[src/araw_pkg.sv]
// Constants, register map and types for the result accumulate and window block.
// Assumes an 8-bit register port with a 4-bit address.
package araw_pkg;

  // ----------------------------------------------------------------
  // Register map
  // ----------------------------------------------------------------
  localparam int unsigned ADDR_W        = 4;
  localparam int unsigned DATA_W        = 8;
  localparam logic [3:0]  OFF_CTRL      = 4'h0;
  localparam logic [3:0]  OFF_ACC_CFG   = 4'h1;
  localparam logic [3:0]  OFF_RES_HI    = 4'h2;
  localparam logic [3:0]  OFF_RES_LO    = 4'h3;
  localparam logic [3:0]  OFF_UPPER_HI  = 4'h4;
  localparam logic [3:0]  OFF_UPPER_LO  = 4'h5;
  localparam logic [3:0]  OFF_LOWER_HI  = 4'h6;
  localparam logic [3:0]  OFF_LOWER_LO  = 4'h7;
  localparam logic [3:0]  OFF_CLK_DIV   = 4'h8;

  // ----------------------------------------------------------------
  // Field positions
  // ----------------------------------------------------------------
  localparam int unsigned CTRL_PWR_BIT  = 7;
  localparam int unsigned CTRL_BURST_BIT = 6;
  localparam int unsigned CTRL_DONE_BIT = 5;
  localparam int unsigned CTRL_BUSY_BIT = 4;
  localparam int unsigned CTRL_WIN_BIT  = 3;
  localparam int unsigned CFG_12B_BIT   = 6;
  localparam int unsigned CFG_JUST_LSB  = 3;
  localparam int unsigned CFG_RPT_LSB   = 0;

  // ----------------------------------------------------------------
  // Reset values and codes
  // ----------------------------------------------------------------
  localparam logic [7:0]  CTRL_RST      = 8'h00;
  localparam logic [7:0]  CFG_RST       = 8'h00;
  localparam logic [15:0] LIMIT_RST     = 16'h0000;
  localparam logic [4:0]  CLK_DIV_RST   = 5'h1F;
  localparam logic [2:0]  JUST_RIGHT    = 3'h0;
  localparam logic [2:0]  JUST_SHR1     = 3'h1;
  localparam logic [2:0]  JUST_SHR2     = 3'h2;
  localparam logic [2:0]  JUST_SHR3     = 3'h3;
  localparam logic [2:0]  JUST_LEFT     = 3'h4;
  localparam int unsigned POWERUP_TICKS_DEF = 4;

  typedef enum logic [3:0] {
    ST_IDLE  = 4'b0001,
    ST_PWRUP = 4'b0010,
    ST_START = 4'b0100,
    ST_WAIT  = 4'b1000
  } araw_state_t;

  // Samples per series for each repeat code; codes above 5 act as 64
  function automatic logic [6:0] araw_rpt_count(input logic [2:0] sel);
    logic [6:0] n;
    n = 7'h40;
    if (sel == 3'h0) n = 7'h01;
    else if (sel <= 3'h5) n = 7'(4 << (sel - 3'h1));
    return n;
  endfunction

endpackage

[src/araw_win_if.sv]
// Link between the result path and the window detector.
// Assumes both ends share one clock.
`timescale 1ns/1ns
`default_nettype none
interface araw_win_if;
  logic [15:0] result;
  logic        update;
  logic [15:0] upper_limit;
  logic [15:0] lower_limit;
  logic        match;

  modport core (output result, output update, output upper_limit, output lower_limit, input match);
  modport det  (input result, input update, input upper_limit, input lower_limit, output match);
endinterface
`default_nettype wire

[src/araw_top.sv]
// Result accumulate, format and window block of a successive-approximation converter.
// Assumes a core that takes a start pulse and returns a 10-bit code with a done pulse.
//
// Notes on behaviour
// - Publish result high and low bytes
// - Code 000 right, 100 left justified
// - Repeat one gives plain 10-bit code
// - Unused result bits read zero
// - Series sum published after last sample
// - Accumulate 4, 8, 16, 32, 64 samples
// - 16-bit sum, optional right shift 1-3
// - One trigger runs whole burst
// - Power-up wait once per burst, none when held on
// - Always-on and burst may coexist
// - Every new result checked against limits
// - Two 16-bit limits in byte registers
// - Lower above upper: inside window detection
// - Limit contents select inside or outside
// - Window flag readable by software
// - Done flag per conversion or burst
// - Triggers during a burst are ignored
`timescale 1ns/1ns
`default_nettype none
module araw_top
  import araw_pkg::*;
#(
  parameter int unsigned POWERUP_TICKS = POWERUP_TICKS_DEF
)(
  input  wire logic              CLK_SYS,
  input  wire logic              RESETN,
  input  wire logic [ADDR_W-1:0] ADDR,
  input  wire logic [DATA_W-1:0] WDATA,
  input  wire logic              WR,
  input  wire logic              RD,
  output logic      [DATA_W-1:0] RDATA,
  input  wire logic              START_TRIG,
  output logic                   SAR_CLK_EN,
  output logic                   SAR_POWER,
  output logic                   SAR_START,
  input  wire logic              SAR_DONE,
  input  wire logic [9:0]        SAR_CODE,
  output logic                   TWELVE_BIT_MODE,
  output logic                   BUSY,
  output logic                   CONV_DONE,
  output logic                   WINDOW_MATCH
);
  generate
    if (POWERUP_TICKS < 1 || POWERUP_TICKS > 255) begin : g_chk
      $error("araw_top: POWERUP_TICKS out of range");
    end
  endgenerate

  localparam logic [7:0] PWRUP_LAST = 8'(POWERUP_TICKS - 1);

  // ----------------------------------------------------------------
  // Registers
  // ----------------------------------------------------------------
  logic        power_enable_reg;
  logic        burst_enable_reg;
  logic        done_flag_reg;
  logic        done_flag_next;
  logic        win_flag_reg;
  logic        win_flag_next;
  logic [7:0]  acc_cfg_reg;
  logic [15:0] upper_reg;
  logic [15:0] lower_reg;
  logic [4:0]  div_reg;
  logic [15:0] result_reg;
  logic [15:0] result_next;
  logic [15:0] acc_reg;
  logic [15:0] acc_next;
  logic [6:0]  cnt_reg;
  logic [6:0]  cnt_next;
  logic [7:0]  pwr_cnt_reg;
  logic [7:0]  pwr_cnt_next;
  logic [7:0]  rdata_reg;
  logic [7:0]  rdata_next;
  araw_state_t state_reg;
  araw_state_t state_next;
  araw_win_if  win_if ();

  // ----------------------------------------------------------------
  // Register decode
  // ----------------------------------------------------------------
  wire         wr_ctrl    = WR && (ADDR == OFF_CTRL);
  wire         wr_cfg     = WR && (ADDR == OFF_ACC_CFG);
  wire         wr_up_hi   = WR && (ADDR == OFF_UPPER_HI);
  wire         wr_up_lo   = WR && (ADDR == OFF_UPPER_LO);
  wire         wr_lo_hi   = WR && (ADDR == OFF_LOWER_HI);
  wire         wr_lo_lo   = WR && (ADDR == OFF_LOWER_LO);
  wire         wr_div     = WR && (ADDR == OFF_CLK_DIV);
  wire [2:0]   just_sel   = acc_cfg_reg[CFG_JUST_LSB +: 3];
  wire [2:0]   rpt_sel    = acc_cfg_reg[CFG_RPT_LSB +: 3];
  wire [6:0]   rpt_target = araw_rpt_count(rpt_sel);
  wire         tick;
  wire         idle       = (state_reg == ST_IDLE);
  wire [7:0]   ctrl_rd    = {power_enable_reg, burst_enable_reg, done_flag_reg, !idle, win_flag_reg, 3'h0};

  // Software start rides on the busy bit; anything outside idle is dropped
  wire         trigger    = START_TRIG || (wr_ctrl && WDATA[CTRL_BUSY_BIT]);
  wire         accept     = idle && trigger;
  wire         sample_in  = (state_reg == ST_WAIT) && SAR_DONE;
  wire [15:0]  sum_total  = acc_reg + {6'h00, SAR_CODE};
  wire         last       = (cnt_reg == rpt_target - 7'h01);
  wire         publish    = sample_in && last;
  wire         burst_more = sample_in && burst_enable_reg && !last;

  // Formatting; left justify keeps only a single 10-bit code sensible
  wire [15:0]  fmt_val    = (just_sel == JUST_SHR1) ? {1'b0, sum_total[15:1]} :
                            (just_sel == JUST_SHR2) ? {2'h0, sum_total[15:2]} :
                            (just_sel == JUST_SHR3) ? {3'h0, sum_total[15:3]} :
                            (just_sel == JUST_LEFT) ? {sum_total[9:0], 6'h00} :
                            sum_total;

  assign result_next = publish ? fmt_val : result_reg;
  assign acc_next    = publish ? 16'h0000 : (sample_in ? sum_total : acc_reg);
  assign cnt_next    = publish ? 7'h00 : (sample_in ? cnt_reg + 7'h01 : cnt_reg);

  // Flags: hardware set beats a software clear in the same cycle
  wire         done_set   = publish && burst_enable_reg
                            || sample_in && !burst_enable_reg;
  assign done_flag_next = done_set || (wr_ctrl ? WDATA[CTRL_DONE_BIT] : done_flag_reg);
  assign win_flag_next  = win_if.match || (wr_ctrl ? WDATA[CTRL_WIN_BIT] : win_flag_reg);

  // ----------------------------------------------------------------
  // Sequencer
  // ----------------------------------------------------------------
  // Power-up wait only from idle with the converter not held on
  always_comb
  begin
    state_next   = state_reg;
    pwr_cnt_next = pwr_cnt_reg;
    unique case (state_reg)
      ST_IDLE:
      begin
        pwr_cnt_next = 8'h00;
        if (accept) state_next = power_enable_reg ? ST_START : ST_PWRUP;
      end
      ST_PWRUP:
      begin
        if (tick)
        begin
          pwr_cnt_next = pwr_cnt_reg + 8'h01;
          if (pwr_cnt_reg == PWRUP_LAST) state_next = ST_START;
        end
      end
      ST_START:
      begin
        if (tick) state_next = ST_WAIT;
      end
      ST_WAIT:
      begin
        if (burst_more)     state_next = ST_START;
        else if (sample_in) state_next = ST_IDLE;
      end
      default: state_next = ST_IDLE;
    endcase
  end

  assign SAR_START       = (state_reg == ST_START) && tick;
  assign SAR_CLK_EN      = tick;
  assign SAR_POWER       = power_enable_reg || !idle;
  assign TWELVE_BIT_MODE = acc_cfg_reg[CFG_12B_BIT];
  assign BUSY            = !idle;
  assign CONV_DONE       = done_flag_reg;
  assign WINDOW_MATCH    = win_flag_reg;
  assign RDATA           = rdata_reg;

  // ----------------------------------------------------------------
  // Read mux, answered one cycle after the strobe
  // ----------------------------------------------------------------
  assign rdata_next = !RD ? 8'h00 :
                      (ADDR == OFF_CTRL)     ? ctrl_rd :
                      (ADDR == OFF_ACC_CFG)  ? acc_cfg_reg :
                      (ADDR == OFF_RES_HI)   ? result_reg[15:8] :
                      (ADDR == OFF_RES_LO)   ? result_reg[7:0] :
                      (ADDR == OFF_UPPER_HI) ? upper_reg[15:8] :
                      (ADDR == OFF_UPPER_LO) ? upper_reg[7:0] :
                      (ADDR == OFF_LOWER_HI) ? lower_reg[15:8] :
                      (ADDR == OFF_LOWER_LO) ? lower_reg[7:0] :
                      (ADDR == OFF_CLK_DIV)  ? {3'h0, div_reg} : 8'h00;

  // ----------------------------------------------------------------
  // Software registers
  // ----------------------------------------------------------------
  always_ff @(posedge CLK_SYS)
  begin
    if (!RESETN)
    begin
      power_enable_reg <= CTRL_RST[CTRL_PWR_BIT];
      burst_enable_reg <= CTRL_RST[CTRL_BURST_BIT];
      acc_cfg_reg      <= CFG_RST;
      div_reg          <= CLK_DIV_RST;
    end
    else
    begin
      if (wr_ctrl) power_enable_reg <= WDATA[CTRL_PWR_BIT];
      if (wr_ctrl) burst_enable_reg <= WDATA[CTRL_BURST_BIT];
      if (wr_cfg)  acc_cfg_reg      <= {1'b0, WDATA[6:0]};
      if (wr_div)  div_reg          <= WDATA[4:0];
    end
  end

  // Limit bytes, each written on its own
  always_ff @(posedge CLK_SYS)
  begin
    if (!RESETN)
    begin
      upper_reg <= LIMIT_RST;
      lower_reg <= LIMIT_RST;
    end
    else
    begin
      if (wr_up_hi) upper_reg[15:8] <= WDATA;
      if (wr_up_lo) upper_reg[7:0]  <= WDATA;
      if (wr_lo_hi) lower_reg[15:8] <= WDATA;
      if (wr_lo_lo) lower_reg[7:0]  <= WDATA;
    end
  end

  // ----------------------------------------------------------------
  // Datapath and state
  // ----------------------------------------------------------------
  always_ff @(posedge CLK_SYS)
  begin
    if (!RESETN)
    begin
      state_reg     <= ST_IDLE;
      pwr_cnt_reg   <= 8'h00;
      acc_reg       <= 16'h0000;
      cnt_reg       <= 7'h00;
      result_reg    <= 16'h0000;
      done_flag_reg <= 1'b0;
      win_flag_reg  <= 1'b0;
      rdata_reg     <= 8'h00;
    end
    else
    begin
      state_reg     <= state_next;
      pwr_cnt_reg   <= pwr_cnt_next;
      acc_reg       <= acc_next;
      cnt_reg       <= cnt_next;
      result_reg    <= result_next;
      done_flag_reg <= done_flag_next;
      win_flag_reg  <= win_flag_next;
      rdata_reg     <= rdata_next;
    end
  end

  // ----------------------------------------------------------------
  // Submodules
  // ----------------------------------------------------------------
  logic       upd_reg;

  // Window check sees the result the cycle after it is stored
  always_ff @(posedge CLK_SYS)
  begin
    if (!RESETN) upd_reg <= 1'b0;
    else         upd_reg <= publish;
  end

  assign win_if.result      = result_reg;
  assign win_if.update      = upd_reg;
  assign win_if.upper_limit = upper_reg;
  assign win_if.lower_limit = lower_reg;

  araw_clkdiv #(.DIV_W(5)) u_div (
    .clk    (CLK_SYS),
    .rst_n  (RESETN),
    .divide (div_reg),
    .tick   (tick)
  );

  araw_window u_win (
    .clk   (CLK_SYS),
    .rst_n (RESETN),
    .w     (win_if)
  );

  // ----------------------------------------------------------------
  // Checks
  // ----------------------------------------------------------------
  chk_no_retrigger : assert property (@(posedge CLK_SYS) disable iff (!RESETN)
    (!idle && state_reg != ST_PWRUP) |=> state_reg != ST_PWRUP)
    else $error("power-up re-entered during a burst");
  chk_left_low_zero : assert property (@(posedge CLK_SYS) disable iff (!RESETN)
    (publish && just_sel == JUST_LEFT) |=> result_reg[5:0] == 6'h00)
    else $error("left justified result has low bits set");
  chk_single_upper_zero : assert property (@(posedge CLK_SYS) disable iff (!RESETN)
    (publish && rpt_sel == 3'h0 && just_sel == JUST_RIGHT) |=> result_reg[15:10] == 6'h00)
    else $error("single right justified result exceeds 10 bits");
  chk_result_on_last : assert property (@(posedge CLK_SYS) disable iff (!RESETN)
    !$stable(result_reg) |-> $past(publish))
    else $error("result changed before the series ended");
  chk_series_count : assert property (@(posedge CLK_SYS) disable iff (!RESETN)
    cnt_reg < rpt_target || $changed(rpt_sel))
    else $error("sample count beyond repeat setting");
  chk_burst_done : assert property (@(posedge CLK_SYS) disable iff (!RESETN)
    ($rose(done_flag_reg) && burst_enable_reg && !$past(wr_ctrl)) |-> $past(publish))
    else $error("done flag set mid burst");
  chk_win_flag_read : assert property (@(posedge CLK_SYS) disable iff (!RESETN)
    (RD && ADDR == OFF_CTRL) |=> RDATA[CTRL_WIN_BIT] == $past(win_flag_reg))
    else $error("window flag read back wrong");
  chk_win_flag_set : assert property (@(posedge CLK_SYS) disable iff (!RESETN)
    win_if.match |=> win_flag_reg)
    else $error("window match did not set the flag");
  cov_burst_four : cover property (@(posedge CLK_SYS) disable iff (!RESETN)
    publish && burst_enable_reg && rpt_sel == 3'h1);
  cov_always_on_burst : cover property (@(posedge CLK_SYS) disable iff (!RESETN)
    accept && power_enable_reg && burst_enable_reg);
  cov_trigger_dropped : cover property (@(posedge CLK_SYS) disable iff (!RESETN)
    trigger && !idle);

endmodule
`default_nettype wire

[src/araw_clkdiv.sv]
// Conversion clock enable: one tick every divide+1 system clocks.
// Assumes a synchronous active-low reset.
`timescale 1ns/1ns
`default_nettype none
module araw_clkdiv
  import araw_pkg::*;
#(
  parameter int unsigned DIV_W = 5
)(
  input  wire logic             clk,
  input  wire logic             rst_n,
  input  wire logic [DIV_W-1:0] divide,
  output logic                  tick
);
  generate
    if (DIV_W < 1 || DIV_W > 16) begin : g_chk
      $error("araw_clkdiv: DIV_W out of range");
    end
  endgenerate

  logic [DIV_W-1:0] cnt_reg;
  logic [DIV_W-1:0] cnt_next;

  // A counter above a freshly lowered divide ticks at once and restarts from zero
  assign tick     = (cnt_reg >= divide);
  assign cnt_next = tick ? '0 : cnt_reg + 1'b1;

  // ----------------------------------------------------------------
  // Counter
  // ----------------------------------------------------------------
  always_ff @(posedge clk)
  begin
    if (!rst_n) cnt_reg <= '0;
    else        cnt_reg <= cnt_next;
  end

  // Only a divide of zero in the following cycle may tick twice in a row
  chk_tick_spacing : assert property (@(posedge clk) disable iff (!rst_n)
    (tick ##1 divide != '0) |-> !tick)
    else $error("conversion tick repeated too soon");

endmodule
`default_nettype wire

[src/araw_window.sv]
// Window detector: compares each new result with the two limits.
// Assumes update is a one-cycle pulse beside a stable result.
`timescale 1ns/1ns
`default_nettype none
module araw_window
  import araw_pkg::*;
(
  input  wire logic clk,
  input  wire logic rst_n,
  araw_win_if.det   w
);
  logic inside_mode;
  logic inside_hit;
  logic outside_hit;
  logic match_reg;

  // Limit order alone picks inside or outside detection
  assign inside_mode = (w.lower_limit > w.upper_limit);
  assign inside_hit  = (w.result > w.upper_limit) && (w.result < w.lower_limit);
  assign outside_hit = (w.result > w.upper_limit) || (w.result < w.lower_limit);
  assign w.match     = match_reg;

  // ----------------------------------------------------------------
  // Match pulse, one cycle after each result update that hits the window
  // ----------------------------------------------------------------
  always_ff @(posedge clk)
  begin
    if (!rst_n) match_reg <= 1'b0;
    else        match_reg <= w.update && (inside_mode ? inside_hit : outside_hit);
  end

  chk_inside_window : assert property (@(posedge clk) disable iff (!rst_n)
    (w.update && inside_mode && !inside_hit) |=> !w.match)
    else $error("inside window flagged out of range result");
  chk_outside_window : assert property (@(posedge clk) disable iff (!rst_n)
    (w.update && !inside_mode && outside_hit) |=> w.match)
    else $error("outside window missed a result");
  cov_inside_hit : cover property (@(posedge clk) disable iff (!rst_n)
    w.update && inside_mode && inside_hit);

endmodule
`default_nettype wire

[config.mk]
export PLATFORM = sky130hd
export DESIGN_NAME = araw_top
export DESIGN_NICKNAME = d
export VERILOG_FILES = /design/src/araw_pkg.sv /design/src/araw_win_if.sv /design/src/araw_top.sv /design/src/araw_clkdiv.sv /design/src/araw_window.sv
export SDC_FILE = /design/constraint.sdc
export NUM_CORES = 1
export LEC_CHECK = 0
export BUFFER_PORTS_ARGS = -buffer_cell sky130_fd_sc_hd__buf_2
export CORE_MARGIN = 2
export CORE_UTILIZATION = 58
export DETAILED_ROUTE_END_ITERATION = 7
export PLACE_DENSITY = 0.74
export REMOVE_ABC_BUFFERS = 1
export SLEW_MARGIN = 25
export SYNTH_ARGS = -nofsm -noshare
export SYNTH_HDL_FRONTEND = slang
export SYNTH_HIERARCHICAL = 1
export SYNTH_SLANG_ARGS = --single-unit
[constraint.sdc]
create_clock -name CLK_SYS -period 6.5 [get_ports CLK_SYS]
set_input_delay 1.3 -clock CLK_SYS [delete_from_list [all_inputs] [get_ports CLK_SYS]]
set_output_delay 1.3 -clock CLK_SYS [all_outputs]
set_load 0.05 [all_outputs]
==> impl_metrics.env <==
export IMPL_dpl_cell_area_um2=8000
export IMPL_slew_limit_headroom_pct=32.36
export IMPL_worst_slew_pin_slew_ns=1.005
export IMPL_leakagePower_uw=0.003617
export IMPL_timing_fmax_mhz=280.5
export IMPL_cts_tree="done"
export IMPL_cellPowerDensity_nw_per_um2=231.1
export IMPL_min_period_ns=3.565
export IMPL_hold_viol=0
export IMPL_status="finished, final reports clean"
export IMPL_port_buffers=42
export IMPL_dr_pass1_iters=5
export IMPL_gp_congestion=0.9817
export IMPL_crit_path_end_kind="primary output"
export IMPL_dpl_hpwl_um=15460
export IMPL_maxCapViolations=0
export IMPL_fin_area_um2=8650
export IMPL_dp_cells=1132
export IMPL_synth_avg_cell_area_um2=8.123
export IMPL_drt_initial_drc_count=790
export IMPL_routedWlPerCell_um=18.37
export IMPL_worstPathRequired_ns=5.20
export IMPL_cts_made_buffers=17
export IMPL_rows=42
export IMPL_critPathLaunchType="register"
export IMPL_vias_per_cell=6.213
export IMPL_diodes=0
export IMPL_drc=0
export IMPL_htreeDepth=4
export IMPL_setup_viol=0
export IMPL_first_global_vias=6793
export IMPL_worstSetupPathType="register to primary output"
export IMPL_grt_pass1_wl_um=34340
export IMPL_ys_ff_latch=114
export IMPL_ant_nets=0
export IMPL_num_vias=7238
export IMPL_grt_util_all_layers_pct=30.08
export IMPL_fin_crit_sh_pct=54.85
export IMPL_ir_drop_mv=0.2043
export IMPL_ctsHoldBuffers=0
export IMPL_yosys_warnings=6
export IMPL_nNetsFinal=1070
export IMPL_synth_cell_types=82
export IMPL_synth_edf_count=0
export IMPL_gr_total_overflow=0
export IMPL_design_core_area_um2=13140
export IMPL_rsz0062_at_grt="false"
export IMPL_cts_buffer_depth=2
export IMPL_fin_ws_ns=2.935
export IMPL_finalWirelength_um=21400
export IMPL_die_y_um=119.7
export IMPL_instances_no_fill=1165
export IMPL_multi_input_area_um2=5047
export IMPL_finClkSkew_ns=0.009211
export IMPL_cts_resized=0
export IMPL_dieArea_um2=14320
export IMPL_synthFlopType="dfxtp_1"
export IMPL_fin_tns_setup_ns=0
export IMPL_path_max_fanout=6
export IMPL_start_util_pct=59.05
export IMPL_ys_async_sr_fraction_pct=0
export IMPL_hold_class="register to register"
export IMPL_regArea_um2=2282
export IMPL_final_max_slew_viol_count=0
export IMPL_p_total_uw=1999
export IMPL_syn2layout_area_growth_pct=11.50
export IMPL_arrival_ns=2.27
export IMPL_synthCells=955
export IMPL_clk_pin_slew_ns=0.06
export IMPL_dp_slack_ns=2.629
export IMPL_io_pins=43
export IMPL_clkLatencyLatePin_ns=0.42
export IMPL_post_cts_buffers=0
export IMPL_ys_seq_area_share_pct=29.42
export IMPL_fp_dieW_um=119.7
export IMPL_grt_max_degree=52
export IMPL_cts_root_buf="clkbuf_16"
export IMPL_netlist_area_um2=7757
export IMPL_cts_sinks=114
export IMPL_antenna_found_initial=0
export IMPL_n_fill_cell=1127
export IMPL_drive_above_1_share_pct=12.23
==> path summary, 6_finish.rpt <==
check	slack (ns)	startpoint	to	depth (start not counted)
setup / recovery	2.93	u_div/cnt_reg[0]	SAR_START	8
hold reg to reg	0.46	upd_reg	u_win/w.match	2
hold / removal	0.46	upd_reg	u_win/w.match	2
setup reg to reg	3.66	acc_reg[0]	result_reg[6]	10
==> placed cells by master, fill, tap and decap left out, types with 5 or more instances in the layout <==
cell,count
a211oi_1,15
a21o_1,11
a21oi_1,78
a22o_1,9
a22oi_1,5
a31oi_1,8
and2_1,7
and3_1,7
buf_2,42
clkbuf_16,17
clkinv_4,6
dfxtp_1,114
ha_1,65
inv_1,54
mux2_2,10
mux2i_1,49
nand2_1,87
nand2b_1,5
nand3_1,44
nand4_1,21
nor2_1,110
nor2b_1,8
nor3_1,17
o2111ai_1,7
o211ai_1,9
o21ai_0,41
o21ai_1,6
o22ai_1,5
o31ai_1,6
or3_1,5
xnor2_1,12
xor2_1,13
==> cells by family (layout without fill, tap and decap cells) <==
| logic type | count (synthesis) | after routing | share of synthesized area, % |
|---|---|---|---|
| simple gates | 338 | 338 | 20.95 |
| mux | 63 | 63 | 8.936 |
| flops | 114 | 114 | 29.42 |
| buf+inv | 101 | 135 | 5.516 |
| xor+xnor | 26 | 26 | 3.032 |
| compound gates | 246 | 246 | 21.26 |
| fa+ha+maj | 67 | 67 | 10.89 |
==> Yosys cell counts (all sizes together), types with 3 or more instances <==
library cell	n	area share, %
dfxtp	114	29
nor2	111	5.4
nand2	90	4.5
a21oi	79	5.1
ha	65	10
inv	55	2.7
mux2i	49	6.3
o21ai	48	3.1
nand3	44	2.8
clkbuf	33	1.6
nand4	22	1.9
nor3	19	1.4
a211oi	16	1.7
xnor2	13	1.6
xor2	13	1.5
a21o	12	1.2
buf	12	1.2
mux2	10	1.5
a22o	9	1.0
and2	9	0.79
o211ai	9	0.87
a31oi	8	0.65
nor2b	8	0.65
o31ai	8	0.90
and3	7	0.56
o2111ai	7	0.79
a22oi	5	0.48
nand2b	5	0.40
o22ai	5	0.40
or3	5	0.40
a211o	4	0.45
a21boi	4	0.44
a32o	4	0.52
and4	4	0.45
mux4	4	1.2
nor4	4	0.60
o211a	4	0.52
a2111oi	3	0.42
o21bai	3	0.29
o221ai	3	0.42
==> critical path, cell delays in order, from the launching register on <==
cell and delay [ns]:
dfxtp_1 0.38, inv_1 0.07, ha_1 0.28, nor2b_1 0.05, o21ai_2 0.27, a21bo_1 0.28
nand3_1 0.10, nor2_1 0.13, buf_2 0.28
==> metrics by stage <==
step                utilization [%]  hold slack, ns
floorplan                         -          0.3993
global placement              60.90          0.4250
detailed placement            60.90          0.4368
CTS                           65.80          0.4525
global route                  65.84          0.4850
finish                        65.84          0.4614
==> report_power, final <==
group | switching [µW] | internal [µW]
combinational | 172 | 85.6
sequential | 18.2 | 712
clock | 354 | 657
==> final cells by class <==
class / count / area share (%)
multi-input combinational: 740 / 58.35
clock buffer: 18 / 5.077
timing repair buffer: 47 / 2.835
clock inverter: 14 / 2.372
tap: 176 / 2.546
sequential: 114 / 26.39
inverter: 56 / 2.430
==> per-layer routing <==
layer	share of wire (%)	GRT usage, %
met1	44	39.10
met2	47	49.86
met3	5.5	5.038
met4	3.4	11.91
met5	0	0
Power figures use the tool's default switching activity.
